$ cat src/scr_defines.vh
// Register map, field positions and reset values of the synthesizer control bank
`ifndef SCR_DEFINES_VH
`define SCR_DEFINES_VH
`define SCR_ADDR_W 6
`define SCR_DATA_W 24
`define SCR_FRAME_W 32
`define SCR_ADDR_ID_STROBE 6'h00
`define SCR_ADDR_ENABLE 6'h01
`define SCR_ADDR_SDO_FORCE 6'h02
`define SCR_ADDR_REFPATH 6'h03
`define SCR_ADDR_PRESC 6'h04
`define SCR_ADDR_PFD 6'h05
`define SCR_ADDR_PFD_DELAY 6'h06
`define SCR_ADDR_PUMP 6'h07
`define SCR_CNT_ADDR_DONE 6'h07
`define SCR_CNT_LAST 6'h1f
`define SCR_READ_FLAG_BIT 7
`define SCR_STB_REGS 0
`define SCR_STB_DIG 1
`define SCR_STB_TEMP 3
`define SCR_EN_VCOBUF 0
`define SCR_EN_BIAS 1
`define SCR_EN_REFDIV 2
`define SCR_EN_XMUX_DIG 3
`define SCR_EN_RDIV_DIG 4
`define SCR_EN_SQR_DIG 5
`define SCR_EN_SIN_DIG 6
`define SCR_EN_SQ_BUF 7
`define SCR_EN_SIN_BUF 8
`define SCR_EN_MODCLK_VCO 9
`define SCR_EN_PRESC 10
`define SCR_EN_PFD_LKD 11
`define SCR_EN_PUMP 12
`define SCR_EN_DSM_RSTB 13
`define SCR_EN_LKD_RSTB 14
`define SCR_EN_SLIP_RSTB 15
`define SCR_FRC_VAL 0
`define SCR_FRC_EN 1
`define SCR_RP_RATIO_MSB 13
`define SCR_RP_SELECT 14
`define SCR_RP_AUTO 15
`define SCR_RP_SIN_SEL 16
`define SCR_RP_RATIO_ONE 14'h0001
`define SCR_PFD_INVERT 0
`define SCR_PFD_UP_EN 1
`define SCR_PFD_DN_EN 2
`define SCR_PUMP_UP_MSB 4
`define SCR_PUMP_DN_LSB 5
`define SCR_PUMP_DN_MSB 9
`define SCR_RST_ENABLE 16'h948b
`define SCR_RST_SDO_FORCE 2'h3
`define SCR_RST_REFPATH 17'h00000
`define SCR_RST_PRESC 1'h0
`define SCR_RST_PFD 3'h6
`define SCR_RST_PFD_DELAY 3'h2
`define SCR_RST_PUMP 10'h210
`define SCR_RST_PUMP_UP 5'h10
`define SCR_RST_PUMP_DN 5'h10
`define SCR_RST_RATIO 14'h0000
`endif
$ cat src/scr_core_regs.v
// Serial-port register bank for synthesizer core control and status
`timescale 1ns/100ps
`include "scr_defines.vh"
module scr_core_regs #(
  // Arbitrary neutral identity value
  parameter [23:0] ID_WORD = 24'h5a0c3e
) (
  // Clock and reset
  input wire clk_sys,
  input wire rst,
  // Serial control port pins
  input wire spi_sck,
  input wire spi_sen,
  input wire spi_sdi,
  output reg lock_or_serial_out_pin,
  output wire lock_or_serial_out_pin_oe,
  // Lock status from the detector
  input wire lock_detect,
  // Phase detector pulses and gated pump commands
  input wire pfd_up_raw,
  input wire pfd_dn_raw,
  output wire pump_up_cmd,
  output wire pump_dn_cmd,
  output wire pump_output_oe,
  // Strobes
  output reg digital_soft_reset,
  output reg temp_sample_strobe,
  // Enables and resets
  output reg vco_buffer_on,
  output reg bias_on,
  output reg ref_divider_run,
  output reg xmux_clk_to_dig_on,
  output reg rdiv_clk_to_dig_on,
  output reg sqr_clk_to_dig_on,
  output reg sin_clk_to_dig_on,
  output reg square_ref_buffer_on,
  output reg sine_ref_buffer_on,
  output reg mod_clk_from_vco,
  output reg prescaler_bias_on,
  output reg pfd_lock_gate_run,
  output reg pump_output_on,
  output reg modulator_run,
  output reg lock_detect_run,
  output reg slip_prevention_run,
  // Reference path
  output reg [13:0] ref_div_ratio,
  output reg ref_divider_in_use,
  output reg sine_ref_select,
  // Prescaler, phase detector and pump
  output reg prescaler_long_low,
  output reg [2:0] pfd_delay_setpoint,
  output reg [4:0] pump_up_current_code,
  output reg [4:0] pump_down_current_code
);

  // Filtered copies of the asynchronous inputs
  wire sck_q;
  wire sen_q;
  wire sdi_q;
  wire lock_q;
  reg sck_prev_q;

  // Frame state
  reg [5:0] bit_cnt_q;
  reg [31:0] shift_in_q;
  reg [23:0] shift_out_q;
  reg read_mode_q;
  reg [5:0] addr_q;

  // Register storage
  reg [15:0] enable_q;
  reg [1:0] sdo_force_q;
  reg [16:0] refpath_q;
  reg presc_q;
  reg [2:0] pfd_q;
  reg [2:0] pfd_delay_q;
  reg [9:0] pump_q;

  wire sck_rise;
  wire [31:0] shift_next;
  wire addr_done;
  wire write_commit;
  wire strobe_write;
  wire [15:0] enable_reset_val;
  wire [23:0] wdata;
  wire regs_reset;
  reg [23:0] rdata;
  reg pfd_up_sel;
  reg pfd_dn_sel;

  // Serial clock, enable and data from the pins
  scr_pin_sync #(
    .RESET_LEVEL(1'b0)
  ) scr_pin_sync_sck_inst (
    .clk_sys(clk_sys),
    .rst(rst),
    .pin_in(spi_sck),
    .level_q(sck_q)
  );

  scr_pin_sync #(
    .RESET_LEVEL(1'b0)
  ) scr_pin_sync_sen_inst (
    .clk_sys(clk_sys),
    .rst(rst),
    .pin_in(spi_sen),
    .level_q(sen_q)
  );

  scr_pin_sync #(
    .RESET_LEVEL(1'b0)
  ) scr_pin_sync_sdi_inst (
    .clk_sys(clk_sys),
    .rst(rst),
    .pin_in(spi_sdi),
    .level_q(sdi_q)
  );

  // Lock status comes from the reference clock domain
  scr_pin_sync #(
    .RESET_LEVEL(1'b0)
  ) scr_pin_sync_lock_inst (
    .clk_sys(clk_sys),
    .rst(rst),
    .pin_in(lock_detect),
    .level_q(lock_q)
  );

  // Edge history of the filtered serial clock
  always @(posedge clk_sys) begin
    if (rst) begin
      sck_prev_q <= 1'b0;
    end else begin
      sck_prev_q <= sck_q;
    end
  end

  assign sck_rise = sck_q & ~sck_prev_q & sen_q;
  assign shift_next = {shift_in_q[30:0], sdi_q};
  assign addr_done = sck_rise && (bit_cnt_q == `SCR_CNT_ADDR_DONE);
  assign write_commit = sck_rise && (bit_cnt_q == `SCR_CNT_LAST) && !read_mode_q;
  assign wdata = shift_next[23:0];
  // Address zero stores no data; its written bits are strobes
  assign strobe_write = write_commit && (addr_q == `SCR_ADDR_ID_STROBE);
  assign enable_reset_val = `SCR_RST_ENABLE;
  // Serial register soft reset acts on the commit cycle itself
  assign regs_reset = strobe_write && wdata[`SCR_STB_REGS];

  // Readback mux
  // Unmapped addresses read as zero
  always @* begin
    rdata = 24'h000000;
    case (shift_next[5:0])
      `SCR_ADDR_ID_STROBE: rdata = ID_WORD;
      `SCR_ADDR_ENABLE: rdata = {8'h00, enable_q};
      `SCR_ADDR_SDO_FORCE: rdata = {22'h000000, sdo_force_q};
      `SCR_ADDR_REFPATH: rdata = {7'h00, refpath_q};
      `SCR_ADDR_PRESC: rdata = {23'h000000, presc_q};
      `SCR_ADDR_PFD: rdata = {21'h000000, pfd_q};
      `SCR_ADDR_PFD_DELAY: rdata = {21'h000000, pfd_delay_q};
      `SCR_ADDR_PUMP: rdata = {14'h0000, pump_q};
      default: rdata = 24'h000000;
    endcase
  end

  // Frame sequencing
  // Read flag, spare bit, six address bits, then 24 data bits
  // Dropping the enable aborts a frame at any bit
  always @(posedge clk_sys) begin
    if (rst) begin
      bit_cnt_q <= 6'h00;
      shift_in_q <= 32'h00000000;
      shift_out_q <= 24'h000000;
      read_mode_q <= 1'b0;
      addr_q <= 6'h00;
    end else if (!sen_q) begin
      bit_cnt_q <= 6'h00;
      read_mode_q <= 1'b0;
    end else if (sck_rise) begin
      shift_in_q <= shift_next;
      bit_cnt_q <= bit_cnt_q + 6'h01;
      if (addr_done) begin
        addr_q <= shift_next[5:0];
        read_mode_q <= shift_next[`SCR_READ_FLAG_BIT];
        shift_out_q <= rdata;
      end else if (bit_cnt_q > `SCR_CNT_ADDR_DONE) begin
        shift_out_q <= {shift_out_q[22:0], 1'b0};
      end
    end
  end

  // Serial out pin: force, then read data, then lock status
  always @(posedge clk_sys) begin
    if (rst) begin
      lock_or_serial_out_pin <= 1'b1;
    end else if (sdo_force_q[`SCR_FRC_EN]) begin
      lock_or_serial_out_pin <= sdo_force_q[`SCR_FRC_VAL];
    end else if (read_mode_q && sen_q) begin
      // Read data leaves on each rise after the address
      if (sck_rise) begin
        lock_or_serial_out_pin <= shift_out_q[23];
      end
    end else begin
      lock_or_serial_out_pin <= lock_q;
    end
  end
  assign lock_or_serial_out_pin_oe = 1'b1;

  // Write-only strobes, single pulses
  always @(posedge clk_sys) begin
    if (rst) begin
      digital_soft_reset <= 1'b0;
      temp_sample_strobe <= 1'b0;
    end else begin
      // Zero bits and the reserved bit raise nothing
      digital_soft_reset <= strobe_write && wdata[`SCR_STB_DIG];
      temp_sample_strobe <= strobe_write && wdata[`SCR_STB_TEMP];
    end
  end

  // Register storage
  always @(posedge clk_sys) begin
    // Soft register reset wins over the write it comes with
    if (rst || regs_reset) begin
      enable_q <= `SCR_RST_ENABLE;
      sdo_force_q <= `SCR_RST_SDO_FORCE;
      refpath_q <= `SCR_RST_REFPATH;
      presc_q <= `SCR_RST_PRESC;
      pfd_q <= `SCR_RST_PFD;
      pfd_delay_q <= `SCR_RST_PFD_DELAY;
      pump_q <= `SCR_RST_PUMP;
    end else if (write_commit) begin
      case (addr_q)
        `SCR_ADDR_ENABLE: enable_q <= wdata[15:0];
        `SCR_ADDR_SDO_FORCE: sdo_force_q <= wdata[1:0];
        `SCR_ADDR_REFPATH: refpath_q <= wdata[16:0];
        `SCR_ADDR_PRESC: presc_q <= wdata[0];
        `SCR_ADDR_PFD: pfd_q <= wdata[2:0];
        `SCR_ADDR_PFD_DELAY: pfd_delay_q <= wdata[2:0];
        `SCR_ADDR_PUMP: pump_q <= wdata[9:0];
        default: ;
      endcase
    end
  end

  // Control outputs from flops, one clock behind the registers
  always @(posedge clk_sys) begin
    if (rst) begin
      // Reset pattern of the enable register, bit by bit
      vco_buffer_on <= enable_reset_val[`SCR_EN_VCOBUF];
      bias_on <= enable_reset_val[`SCR_EN_BIAS];
      ref_divider_run <= enable_reset_val[`SCR_EN_REFDIV];
      xmux_clk_to_dig_on <= enable_reset_val[`SCR_EN_XMUX_DIG];
      rdiv_clk_to_dig_on <= enable_reset_val[`SCR_EN_RDIV_DIG];
      sqr_clk_to_dig_on <= enable_reset_val[`SCR_EN_SQR_DIG];
      sin_clk_to_dig_on <= enable_reset_val[`SCR_EN_SIN_DIG];
      square_ref_buffer_on <= enable_reset_val[`SCR_EN_SQ_BUF];
      sine_ref_buffer_on <= enable_reset_val[`SCR_EN_SIN_BUF];
      mod_clk_from_vco <= enable_reset_val[`SCR_EN_MODCLK_VCO];
      prescaler_bias_on <= enable_reset_val[`SCR_EN_PRESC];
      pfd_lock_gate_run <= enable_reset_val[`SCR_EN_PFD_LKD];
      pump_output_on <= enable_reset_val[`SCR_EN_PUMP];
      modulator_run <= enable_reset_val[`SCR_EN_DSM_RSTB];
      lock_detect_run <= enable_reset_val[`SCR_EN_LKD_RSTB];
      slip_prevention_run <= enable_reset_val[`SCR_EN_SLIP_RSTB];
      ref_div_ratio <= `SCR_RST_RATIO;
      ref_divider_in_use <= 1'b0;
      sine_ref_select <= 1'b0;
      prescaler_long_low <= `SCR_RST_PRESC;
      pfd_delay_setpoint <= `SCR_RST_PFD_DELAY;
      pump_up_current_code <= `SCR_RST_PUMP_UP;
      pump_down_current_code <= `SCR_RST_PUMP_DN;
    end else begin
      vco_buffer_on <= enable_q[`SCR_EN_VCOBUF];
      bias_on <= enable_q[`SCR_EN_BIAS];
      ref_divider_run <= enable_q[`SCR_EN_REFDIV];
      xmux_clk_to_dig_on <= enable_q[`SCR_EN_XMUX_DIG];
      rdiv_clk_to_dig_on <= enable_q[`SCR_EN_RDIV_DIG];
      sqr_clk_to_dig_on <= enable_q[`SCR_EN_SQR_DIG];
      sin_clk_to_dig_on <= enable_q[`SCR_EN_SIN_DIG];
      square_ref_buffer_on <= enable_q[`SCR_EN_SQ_BUF];
      sine_ref_buffer_on <= enable_q[`SCR_EN_SIN_BUF];
      mod_clk_from_vco <= enable_q[`SCR_EN_MODCLK_VCO];
      prescaler_bias_on <= enable_q[`SCR_EN_PRESC];
      pfd_lock_gate_run <= enable_q[`SCR_EN_PFD_LKD];
      pump_output_on <= enable_q[`SCR_EN_PUMP];
      modulator_run <= enable_q[`SCR_EN_DSM_RSTB];
      lock_detect_run <= enable_q[`SCR_EN_LKD_RSTB];
      slip_prevention_run <= enable_q[`SCR_EN_SLIP_RSTB];
      ref_div_ratio <= refpath_q[`SCR_RP_RATIO_MSB:0];
      // Divider held in reset acts as bypass
      if (!enable_q[`SCR_EN_REFDIV]) begin
        ref_divider_in_use <= 1'b0;
      end else if (refpath_q[`SCR_RP_AUTO]) begin
        ref_divider_in_use <= (refpath_q[`SCR_RP_RATIO_MSB:0] != `SCR_RP_RATIO_ONE);
      end else begin
        ref_divider_in_use <= refpath_q[`SCR_RP_SELECT];
      end
      sine_ref_select <= refpath_q[`SCR_RP_SIN_SEL];
      prescaler_long_low <= presc_q;
      pfd_delay_setpoint <= pfd_delay_q;
      pump_up_current_code <= pump_q[`SCR_PUMP_UP_MSB:0];
      pump_down_current_code <= pump_q[`SCR_PUMP_DN_MSB:`SCR_PUMP_DN_LSB];
    end
  end

  // Phase detector polarity and masking toward the pump
  // Pulses stay combinational so the loop sees no added delay
  always @* begin
    if (pfd_q[`SCR_PFD_INVERT]) begin
      pfd_up_sel = pfd_dn_raw;
      pfd_dn_sel = pfd_up_raw;
    end else begin
      pfd_up_sel = pfd_up_raw;
      pfd_dn_sel = pfd_dn_raw;
    end
  end
  assign pump_up_cmd = pfd_up_sel & pfd_q[`SCR_PFD_UP_EN] & pump_output_on;
  assign pump_dn_cmd = pfd_dn_sel & pfd_q[`SCR_PFD_DN_EN] & pump_output_on;
  assign pump_output_oe = pump_output_on;

endmodule // scr_core_regs

// Three-stage synchroniser; a level counts once the last two stages agree
module scr_pin_sync #(
  parameter [0:0] RESET_LEVEL = 1'b0
) (
  // Clock and reset
  input wire clk_sys,
  input wire rst,
  // Asynchronous input and its filtered level
  input wire pin_in,
  output reg level_q
);

  reg [2:0] stage_q;

  always @(posedge clk_sys) begin
    if (rst) begin
      stage_q <= {3{RESET_LEVEL}};
      level_q <= RESET_LEVEL;
    end else begin
      stage_q <= {stage_q[1:0], pin_in};
      // A level that is still settling is not passed on
      if (stage_q[1] == stage_q[2]) begin
        level_q <= stage_q[2];
      end
    end
  end

endmodule // scr_pin_sync

$ cat config.mk
export PLATFORM = sky130hd
export DESIGN_NAME = scr_core_regs
export DESIGN_NICKNAME = d
export VERILOG_FILES = /design/src/scr_core_regs.v
export VERILOG_INCLUDE_DIRS = /design/src
export SDC_FILE = /design/constraint.sdc
export NUM_CORES = 1
export LEC_CHECK = 0
export BUFFER_PORTS_ARGS = -buffer_cell sky130_fd_sc_hd__buf_2
export CORE_ASPECT_RATIO = 0.6
export CORE_MARGIN = 2
export CORE_UTILIZATION = 50
export DETAILED_ROUTE_END_ITERATION = 7
export HOLD_SLACK_MARGIN = 0.02
export PLACE_DENSITY = 0.74
export SETUP_SLACK_MARGIN = 0.1
export SYNTH_ARGS = -nofsm -noshare
export SYNTH_HDL_FRONTEND = slang
export SYNTH_SLANG_ARGS = --single-unit
$ cat constraint.sdc
create_clock -name clk_sys -period 1.8 [get_ports clk_sys]
set_input_delay 0.45 -clock clk_sys [delete_from_list [all_inputs] [get_ports clk_sys]]
set_output_delay 0.45 -clock clk_sys [all_outputs]
set_load 0.01 [all_outputs]
==> out/metrics.cfg, run 1 <==
[outcome]
status=finished, violations left
violations=setup timing

[place]
portBuffers=59
dp_slack_ns=-0.0103
dp_hpwl_mm=11.2
placed_area_sq_mm=0.00705
gp_congestion=0.840

[drt]
first_pass_iters=6
vias_per_cell=5.89
drtAntennaViolNets=0
drt_first_iter_violations=601
routed-via-count=5709
drcViolationCount=0
avgRoutedWirePerCell_microns=20.2
drt-total-wl_mm=19.6

[critical_path]
critical_path_arrival_ns=2.12
crit_buf_inv=0
cp_slowest_stage_delay_ns=0.56
required_ns=2.12
rr_endpoint=pfd_q[0]
crit_fanout=9
worstSetupPathType=reg2reg
crit_path_top_delay_cell=or4_4
rr_startpoint=bit_cnt_q[0]
reg2reg_slack_ns=-0.003
crit_family=simple AND/OR/NAND/NOR gates
crit_chain=ha_4, and2_4, nand3_4, or4_4, mux2i_1, nor2_2
start_kind=flop
r2r_cells=6
crit_start=bit_cnt_q[0]
cp-end-kind=flop

[clock_network]
cts_tree=done
insertion_delay_ns=0.43
cts_inserted_buffers=17
cts.sinks=171
ctsHtreeMaxLevel=4
clockBufferDepth=2
hold_buffers=0
root_buffer=clkbuf_16
cts.clk_slew.worst_paths_ns=0.07

[synthesis]
yosysWarningCount=0
synth_flop_cell=dfxtp_1
synth_xor_area_share_pct=0.689
synth_area_per_cell_sq_um=9.05
netlist_instances=702
syn_area_sq_mm=0.00635
synth-compound-area-share_pct=12.0
synth_nets=711
netlist-cell-type-count=55
synth_top_family_by_area=simple AND/OR/NAND/NOR gates
yosys.area_share.simple_pct=23.1
synth_edf_count=0
seq_area_frac_synth_pct=53.9
synth-seq-cells=171
async_reset_ff_share_pct=0
yosys.area_share.adder_pct=0.197
synthMuxAreaShare_pct=6.48

[min_path]
min_from=spi_sdi
hold_class=in2reg
hold_end=scr_pin_sync_sdi_inst.stage_q[0]
holdPathStages=2

[flow_run]
cap_violations=0

[global_route]
track_usage_pct=25.6
use_met1_pct=36.7
grt_pass1_vias=5050
antenna_found_initial=0
grt_max_degree=38
gr-total-overflow=0
gr-max-usage-layer=met2
use_met3_pct=6.78
grt_pass1_wl_mm=27.0
gr-usage-met2_pct=37.6

[floorplan]
die_area_sq_mm=0.0137
die_w_microns=150
ios=61
core_area_sq_mm=0.0122
rows=31
start_util_pct=52.0
die_height_microns=91.3

[sta]
hold_viol_final=0
max_slew.worst_pin.slew_ns=0.581
worst_slack_ns=-0.00266
worst_slew_margin_rel_pct=60.9
max_clock_freq_mhz=555
fin_crit_sh_pct=100
slew_violations=0
fin_crit_ns=1.80
skew_ns=0.0116
hold_ws_ns=0.228
setup-violations-final=2
rsz0062_at_grt=true

[power_and_ir_drop]
leakage_nw=3.19
power_per_cell_area_mw_per_mm2=972
vdd_ir_drop_max_v=0.000651
finalPower_mw=8.07

[final_layout]
final_area_sq_mm=0.00829
fin_nets=802
syn2layout_area_growth_pct=30.5
layout-drive-gt1-share_pct=29.8
antenna_cells=0

## registers in the layout, indices dropped and copies added, names as in the netlist, 2 cells and up
register	cells
ref_div_ratio	14
scr_pin_sync_sck_inst.stage_q	3
scr_pin_sync_sdi_inst.stage_q	3
scr_pin_sync_sen_inst.stage_q	3
refpath_q	17
pfd_delay_q	3
pfd_delay_setpoint	3
enable_q	16
shift_out_q	24
bit_cnt_q	6
pump_q	10
pump_up_current_code	5
pump_down_current_code	5
pfd_q	3
shift_in_q	16
scr_pin_sync_lock_inst.stage_q	3
addr_q	6
sdo_force_q	2
## how the worst max path moves through the flow
stage                           endpoint  slack (ns)  cells after the start
after global routing           pump_q[1]       -0.06                      8
final                           pfd_q[0]      -0.003                      6
after global placement    shift_out_q[6]        0.01                      6
after CTS                      pump_q[9]        0.05                      5
after floorplan                pump_q[8]        0.06                      7
after detailed placement  shift_out_q[8]       -0.01                      6
## logic make-up after synthesis
group                    count (synthesis)
XOR/XNOR                                 5
flip-flops                             171
buffers and inverters                   53
AND/OR/NAND/NOR                        311
AO/OA/AOI/OAI                          121
adder cells (fa/ha/maj)                  1
multiplexers                            39
other                                    1
## through the flow
step / instances / TNS [ns] / util (%)
4_1_cts: 952 / 0 / 63.9
3_3_place_gp: 915 / 0 / 57.7
5_1_grt: 970 / -1.59 / 67.9
3_5_place_dp: 915 / -0.0103 / 57.7
2_1_floorplan: 702 / 0 / -
6_report: 970 / -0.00372 / 67.9
## cells in the mapped netlist (all sizes together) (2+ instances only)
library cell	count	area, sq um
nand4	6	37.5
clkbuf	34	129
a211oi	14	105
nand2	131	492
or3	2	12.5
xnor2	3	26.3
nor2	62	235
mux2	7	78.8
nand3b	3	22.5
a2bb2oi	2	17.5
or4	6	45.0
nor2b	49	307
a221oi	7	61.3
o21ai	16	80.1
nor4	5	31.3
nor3	13	70.1
a22oi	4	30.0
xor2	2	17.5
a32oi	4	35.0
inv	2	7.51
nor4b	2	17.5
dfxtp	171	3420
or2	11	68.8
nand3	11	60.1
buf	16	88.8
mux2i	31	310
o211ai	6	55.1
nand2b	6	37.5
a21oi	58	290
## layout make-up
type / instances / area, sq um
clock buffers: 22 / 474
clock inverters: 9 / 184
fillers: 887 / 3920
inverters: 3 / 11.3
multi-input cells: 481 / 3030
flip-flops and latches: 171 / 3450
well taps: 165 / 206
repair buffers: 119 / 943
## layout by cell type (no fill, tap or decap), drive strengths merged, types with 3 or more instances in the layout
master and count:
or4 8, bufinv 5, a221oi 7, nand3 11
nor3 13, nand3b 3, nor2b 49, nor4 5
nand2b 6, mux2i 31, a21oi 58, clkbuf 25
or2 11, dfxtp 171, a22oi 4, a211oi 14
o21ai 16, buf 116, xnor2 3, a32oi 4
mux2 7, o211ai 6, nor2 62, nand2 131
inv 4, nand4 6
## report_power, final
part	switching [mW]	internal, mW
combinational	0.100	0.0681
clock	1.52	2.58
sequential	0.00428	3.79
total	1.63	6.44
## metal layers
layer	vias up	routed length (microns)	share of wire, %
li1	2576	-	-
met1	2729	8600	44
met2	343	8430	43
met3	61	2130	11
met4	0	479	2.4
met5	-	0	0
## what timing repair did
item | 4_1_cts | 5_1_grt
cloned | 1 | 10
setup buffers | 5 | 8
resized for setup | 17 | 72
endpoints found under the setup margin | 44 | 69
pin swaps | 4 | 18
No activity file was read; power rests on OpenSTA's default activity.
==> run 2, diff against run 1 <==
--- a/constraint.sdc
+++ b/constraint.sdc
@@ -3,2 +3,2 @@
 set_output_delay 0.45 -clock clk_sys [all_outputs]
-set_load 0.01 [all_outputs]
+set_load 0.1 [all_outputs]
==> run 2 against run 1 <==
The flow still finishes with violations (setup timing). Sequential cell count stayed put. First-iteration DRC count increased by 1.2%. Fmax is 1.2% lower. Non-clock buffer count rose by 4. Combinational power is 17% higher. Largest power group unchanged.
==> out/metrics.cfg, run 2 (synthesis results as in run 1) <==
[global_route]
track_usage_pct=24.5
antenna_found_initial=0
grt_pass1_wl_mm=25.9
grt_pass1_vias=4927
grt_max_degree=53
gr-total-overflow=0

[floorplan]
die_w_microns=150
die_height_microns=91.3
start_util_pct=52.0
rows=31
die_area_sq_mm=0.0137
core_area_sq_mm=0.0122
ios=61

[final_layout]
finalNonFillerCells=973
fin_nets=804
layout_commonest_cell=dfxtp_1
largest_register=shift_out_q
multi_input_area_sq_mm=0.00304
syn2layout_area_growth_pct=31.6
seq_area_sq_mm=0.00345
final_cell_mix=158 x dfxtp_1, 126 x nand2_1, 56 x buf_2
top_regs=shift_out_q: 24 flops, refpath_q: 17 flops
largest_reg_flops=24
fillers=871
layout-drive-gt1-share_pct=31.1
antenna_cells=0

[clock_network]
clockBufferDepth=2
cts.sinks=171
cts.clk_slew.worst_paths_ns=0.07
insertion_delay_ns=0.43
cts_tree=done
cts_inserted_buffers=17
root_buffer=clkbuf_16
ctsHtreeMaxLevel=4

[sta]
fin_crit_ns=1.83
worst_slack_ns=-0.0250
slew_violations=0
rsz0062_at_grt=true
max_slew.worst_pin.slew_ns=0.576
hold_viol_final=0
max_clock_freq_mhz=548
setup-violations-final=1
worst_slew_margin_rel_pct=61.6
hold_ws_ns=0.236
fin_crit_sh_pct=101
skew_ns=0.00751

[power_and_ir_drop]
finalPower_mw=7.93
leakage_nw=3.19
power_per_cell_area_mw_per_mm2=949
vdd_ir_drop_max_v=0.000657

[place]
dp_cells=912
gp_congestion=0.869
dp_hpwl_mm=10.7
portBuffers=59
dp_slack_ns=-0.0218

[min_path]
holdPathStages=2
hold_class=in2reg

[drt]
vias_per_cell=5.79
drt_first_iter_violations=608
drtAntennaViolNets=0
first_pass_iters=6
drcViolationCount=0
drt-total-wl_mm=18.5
routed-via-count=5633
avgRoutedWirePerCell_microns=19.0

[outcome]
violations=setup timing
status=finished, violations left

[critical_path]
cp-end-kind=flop
required_ns=2.10
r2r_cells=6
crit_fanout=18
critical_path_arrival_ns=2.12
start_kind=flop
worstSetupPathType=reg2reg
reg2reg_slack_ns=-0.03

[flow_run]
cap_violations=0

==> run 2: cell types whose count changed in the layout (fill, tap and decap cells not counted), moves of 4 or more <==
cell and change:
nand2_1 -4, nor2_1 -6, a221oi_1 -4, a21oi_1 +14
buf_12 +4, mux2i_1 -5, a21oi_2 -15, a221oi_2 +4
nand2_2 +5
==> run 2: path summary, 6_finish.rpt <==
kind | from | to
setup / recovery | bit_cnt_q[1] | enable_q[1]
hold / removal | spi_sen | scr_pin_sync_sen_inst.stage_q[0]
setup reg to reg | bit_cnt_q[1] | enable_q[1]
hold reg to reg | scr_pin_sync_lock_inst.stage_q[0] | scr_pin_sync_lock_inst.stage_q[1]
==> run 2: metrics by stage <==
stage | utilization (%) | cell area [sq um] | setup TNS [ns]
5_1_grt | 68.4 | 8360 | -0.297
4_1_cts | 64.0 | 7820 | 0
6_report | 68.4 | 8360 | -0.0250
3_3_place_gp | 57.9 | 7070 | 0
3_5_place_dp | 57.9 | 7070 | -0.0218
2_1_floorplan | - | 6430 | 0
==> run 2: metal layers <==
layer  up-vias  wire (microns)  global-route usage (%)  share of wire (%)
met3        46            2000                    7.44                 11
met5         -               0                       0                  0
met1      2678            7840                    34.5                 42
met4         0             475                    8.10                2.6
met2       334            8150                    35.7                 44
li1       2575               -                       -                  -
==> run 2: power breakdown <==
group	total, mW	switching (mW)	leakage (nW)	internal, mW
combinational	0.197	0.125	1.49	0.0727
sequential	3.79	0.00424	1.39	3.79
clock	3.94	1.59	0.308	2.35
==> run 2: critical path, stage by stage (launching register included) <==
cell and delay [ns]:
dfxtp_2 0.36, ha_4 0.16, and2_4 0.17, nand3_4 0.10
or4_4 0.61, nand2_1 0.19, o211ai_2 0.10
==> run 2: repair_timing <==
| item | in CTS | in global routing |
|---|---|---|
| pin swaps | 3 | 15 |
| endpoints found under the setup margin | 54 | 74 |
| hold buffers | 0 | 0 |
| setup buffers | 7 | 13 |
| resized for setup | 15 | 73 |
| endpoints found under the hold margin | 0 | 0 |
| cloned | 1 | 8 |
==> run 2: area by class of cell <==
type / instances / share of cell area, %
sequential: 171 / 41.2
multi-input combinational: 479 / 36.3
timing repair buffer: 123 / 12.2
clock buffer: 17 / 5.09
clock inverter: 15 / 2.54
tap: 165 / 2.47
inverter: 3 / 0.224
==> run 3, diff against run 2 <==
PLACE_DENSITY = 0.71   (was 0.74)
clock period = 1.7 ns   (was 1.8 ns; I/O delays follow)
==> run 3 against run 2 <==
The run still ends with setup timing left. Register-to-register slack worse by 0.11 ns. Hold slack worse by 0.034 ns. Clock skew up 0.0018 ns. Total power up 2.3%. Sequential share of layout area down 1.6 points. Count of clock-buffer cells in the layout up 3. Final cell count up 2.0%. Sequential power up 6.1%. Utilization up 2.8 points. Die area unchanged. Worst setup slack worse by 0.11 ns. Largest power group is now sequential cells.
==> out/metrics.cfg, run 3 (synthesis results as in run 1) <==
[outcome]
status=finished, violations left
violations=setup timing

[sta]
final.setup.tns_ns=-1.66
max_slew.worst_pin.slew_ns=0.496
fin_crit_sh_pct=108
max_clock_freq_mhz=546
rsz0062_at_grt=true
fin_crit_ns=1.83
setup-violations-final=37
hold_viol_final=0
slew_violations=0
worst_slack_ns=-0.133
skew_ns=0.00930
worst_slew_margin_rel_pct=66.6

[clock_network]
ctsHtreeMaxLevel=4
cts_tree=done
clockBufferDepth=2
cts.sinks=171
hold_buffers=0
insertion_delay_ns=0.43
root_buffer=clkbuf_16
cts_inserted_buffers=17
cts.clk_slew.worst_paths_ns=0.06

[critical_path]
rr_endpoint=enable_q[14]
crit_start=bit_cnt_q[4]
crit_fanout=7
cp-end-kind=flop
reg2reg_slack_ns=-0.13
crit_chain=nor3b_4, nand3_4, buf_4, or4_4, nand2_1, a21oi_1
critical_path_arrival_ns=2.15
worstSetupPathType=reg2reg
crit_path_top_delay_cell=or4_4
endpoint=enable_q[14]
required_ns=2.02
cp_slowest_stage_delay_ns=0.57
start_kind=flop
r2r_cells=6
rr_startpoint=bit_cnt_q[4]

[floorplan]
ios=61
rows=31
die_w_microns=150
start_util_pct=52.0
die_area_sq_mm=0.0137
core_area_sq_mm=0.0122
die_height_microns=91.3

[final_layout]
seq_area_sq_mm=0.00345
final_util_pct=71.2
fillers=878
finalNonFillerCells=992
largest_reg_flops=24
final_area_sq_mm=0.00870
fin_nets=823
top_regs=shift_out_q: 24 flops, refpath_q: 17 flops
layout-drive-gt1-share_pct=34.7
final_cell_mix=155 x dfxtp_1, 117 x nand2_1, 54 x buf_4
multi_input_area_sq_mm=0.00317
largest_register=shift_out_q
antenna_cells=0
syn2layout_area_growth_pct=37.0
layout_commonest_cell=dfxtp_1

[power_and_ir_drop]
power_per_cell_area_mw_per_mm2=932
vdd_ir_drop_max_v=0.000781
leakage_nw=3.30

[drt]
drcViolationCount=0
route.met2.wl_mm=8.40
drt-total-wl_mm=19.5
vias_per_cell=5.79
m1WireLength_mm=8.31
dr_wl_met3_mm=2.44
highest_layer=met4
drtAntennaViolNets=0
routed-via-count=5745
drt_first_iter_violations=728
first_pass_iters=5
avgRoutedWirePerCell_microns=19.7

[global_route]
grt_pass1_vias=5278
gr-total-overflow=0
grt_pass1_wl_mm=28.2
antenna_found_initial=1
grt_max_degree=73
track_usage_pct=27.1

[place]
dp_slack_ns=-0.0744
gp_congestion=0.886
placed_area_sq_mm=0.00725
dp_hpwl_mm=11.0
dp_cells=925
portBuffers=59

[flow_run]
cap_violations=0

[min_path]
hold_class=in2reg

-- run 3: per-stage QoR --
step / power (mW) / hold WS, ns
after detailed placement: 4.27 / 0.421
after global placement: 4.27 / 0.420
after global routing: 8.35 / 0.218
after CTS: 8.12 / 0.200
after floorplan: 4.21 / 0.414
final: 8.11 / 0.202
-- run 3: timing repair --
item                       in CTS  in global routing
pin swaps                      27                 26
setup buffers                  12                 12
gates cloned                    4                  8
resized for setup              54                110
setup endpoints to repair      76                119
-- run 3: worst min-delay path by stage --
stage                                            from                           endpoint  slack, ns  depth (start not counted)
floorplan           scr_pin_sync_lock_inst.stage_q[0]  scr_pin_sync_lock_inst.stage_q[1]       0.41                          1
global placement     scr_pin_sync_sck_inst.stage_q[0]   scr_pin_sync_sck_inst.stage_q[1]       0.42                          1
detailed placement   scr_pin_sync_sck_inst.stage_q[0]   scr_pin_sync_sck_inst.stage_q[1]       0.42                          1
CTS                                       lock_detect  scr_pin_sync_lock_inst.stage_q[0]       0.20                          2
global route                                  spi_sen   scr_pin_sync_sen_inst.stage_q[0]       0.22                          2
finish                                    lock_detect  scr_pin_sync_lock_inst.stage_q[0]       0.20                          2
-- run 3: worst max-delay path, delay by kind of cell, from the launching register on --
kind	cells	cell delay, ns
and+or+nand+nor	4	1.10
DFF	1	0.36
buffers and inverters	1	0.19
AOI/OAI and AO/OA	1	0.07
-- run 3: power by group --
| part | switching, mW | internal, mW | total [mW] |
|---|---|---|---|
| clock network | 1.66 | 2.22 | 3.88 |
| registers | 0.00433 | 4.01 | 4.02 |
| logic | 0.137 | 0.0844 | 0.222 |
-- run 3: final cells by class --
| type | count | share of cell area (%) |
|---|---|---|
| multi-input combinational | 483 | 36.4 |
| tap | 165 | 2.37 |
| clock inverter | 12 | 1.60 |
| clock buffer | 20 | 5.13 |
| sequential | 171 | 39.7 |
| timing repair buffer | 138 | 14.7 |
| inverter | 3 | 0.144 |
-- run 3: per-layer routing --
| metal | vias to the layer above | track usage [%] |
|---|---|---|
| li1 | 2626 | - |
| met1 | 2719 | 39.0 |
| met2 | 358 | 39.4 |
| met3 | 42 | 6.93 |
| met4 | 0 | 9.05 |
| met5 | - | 0 |
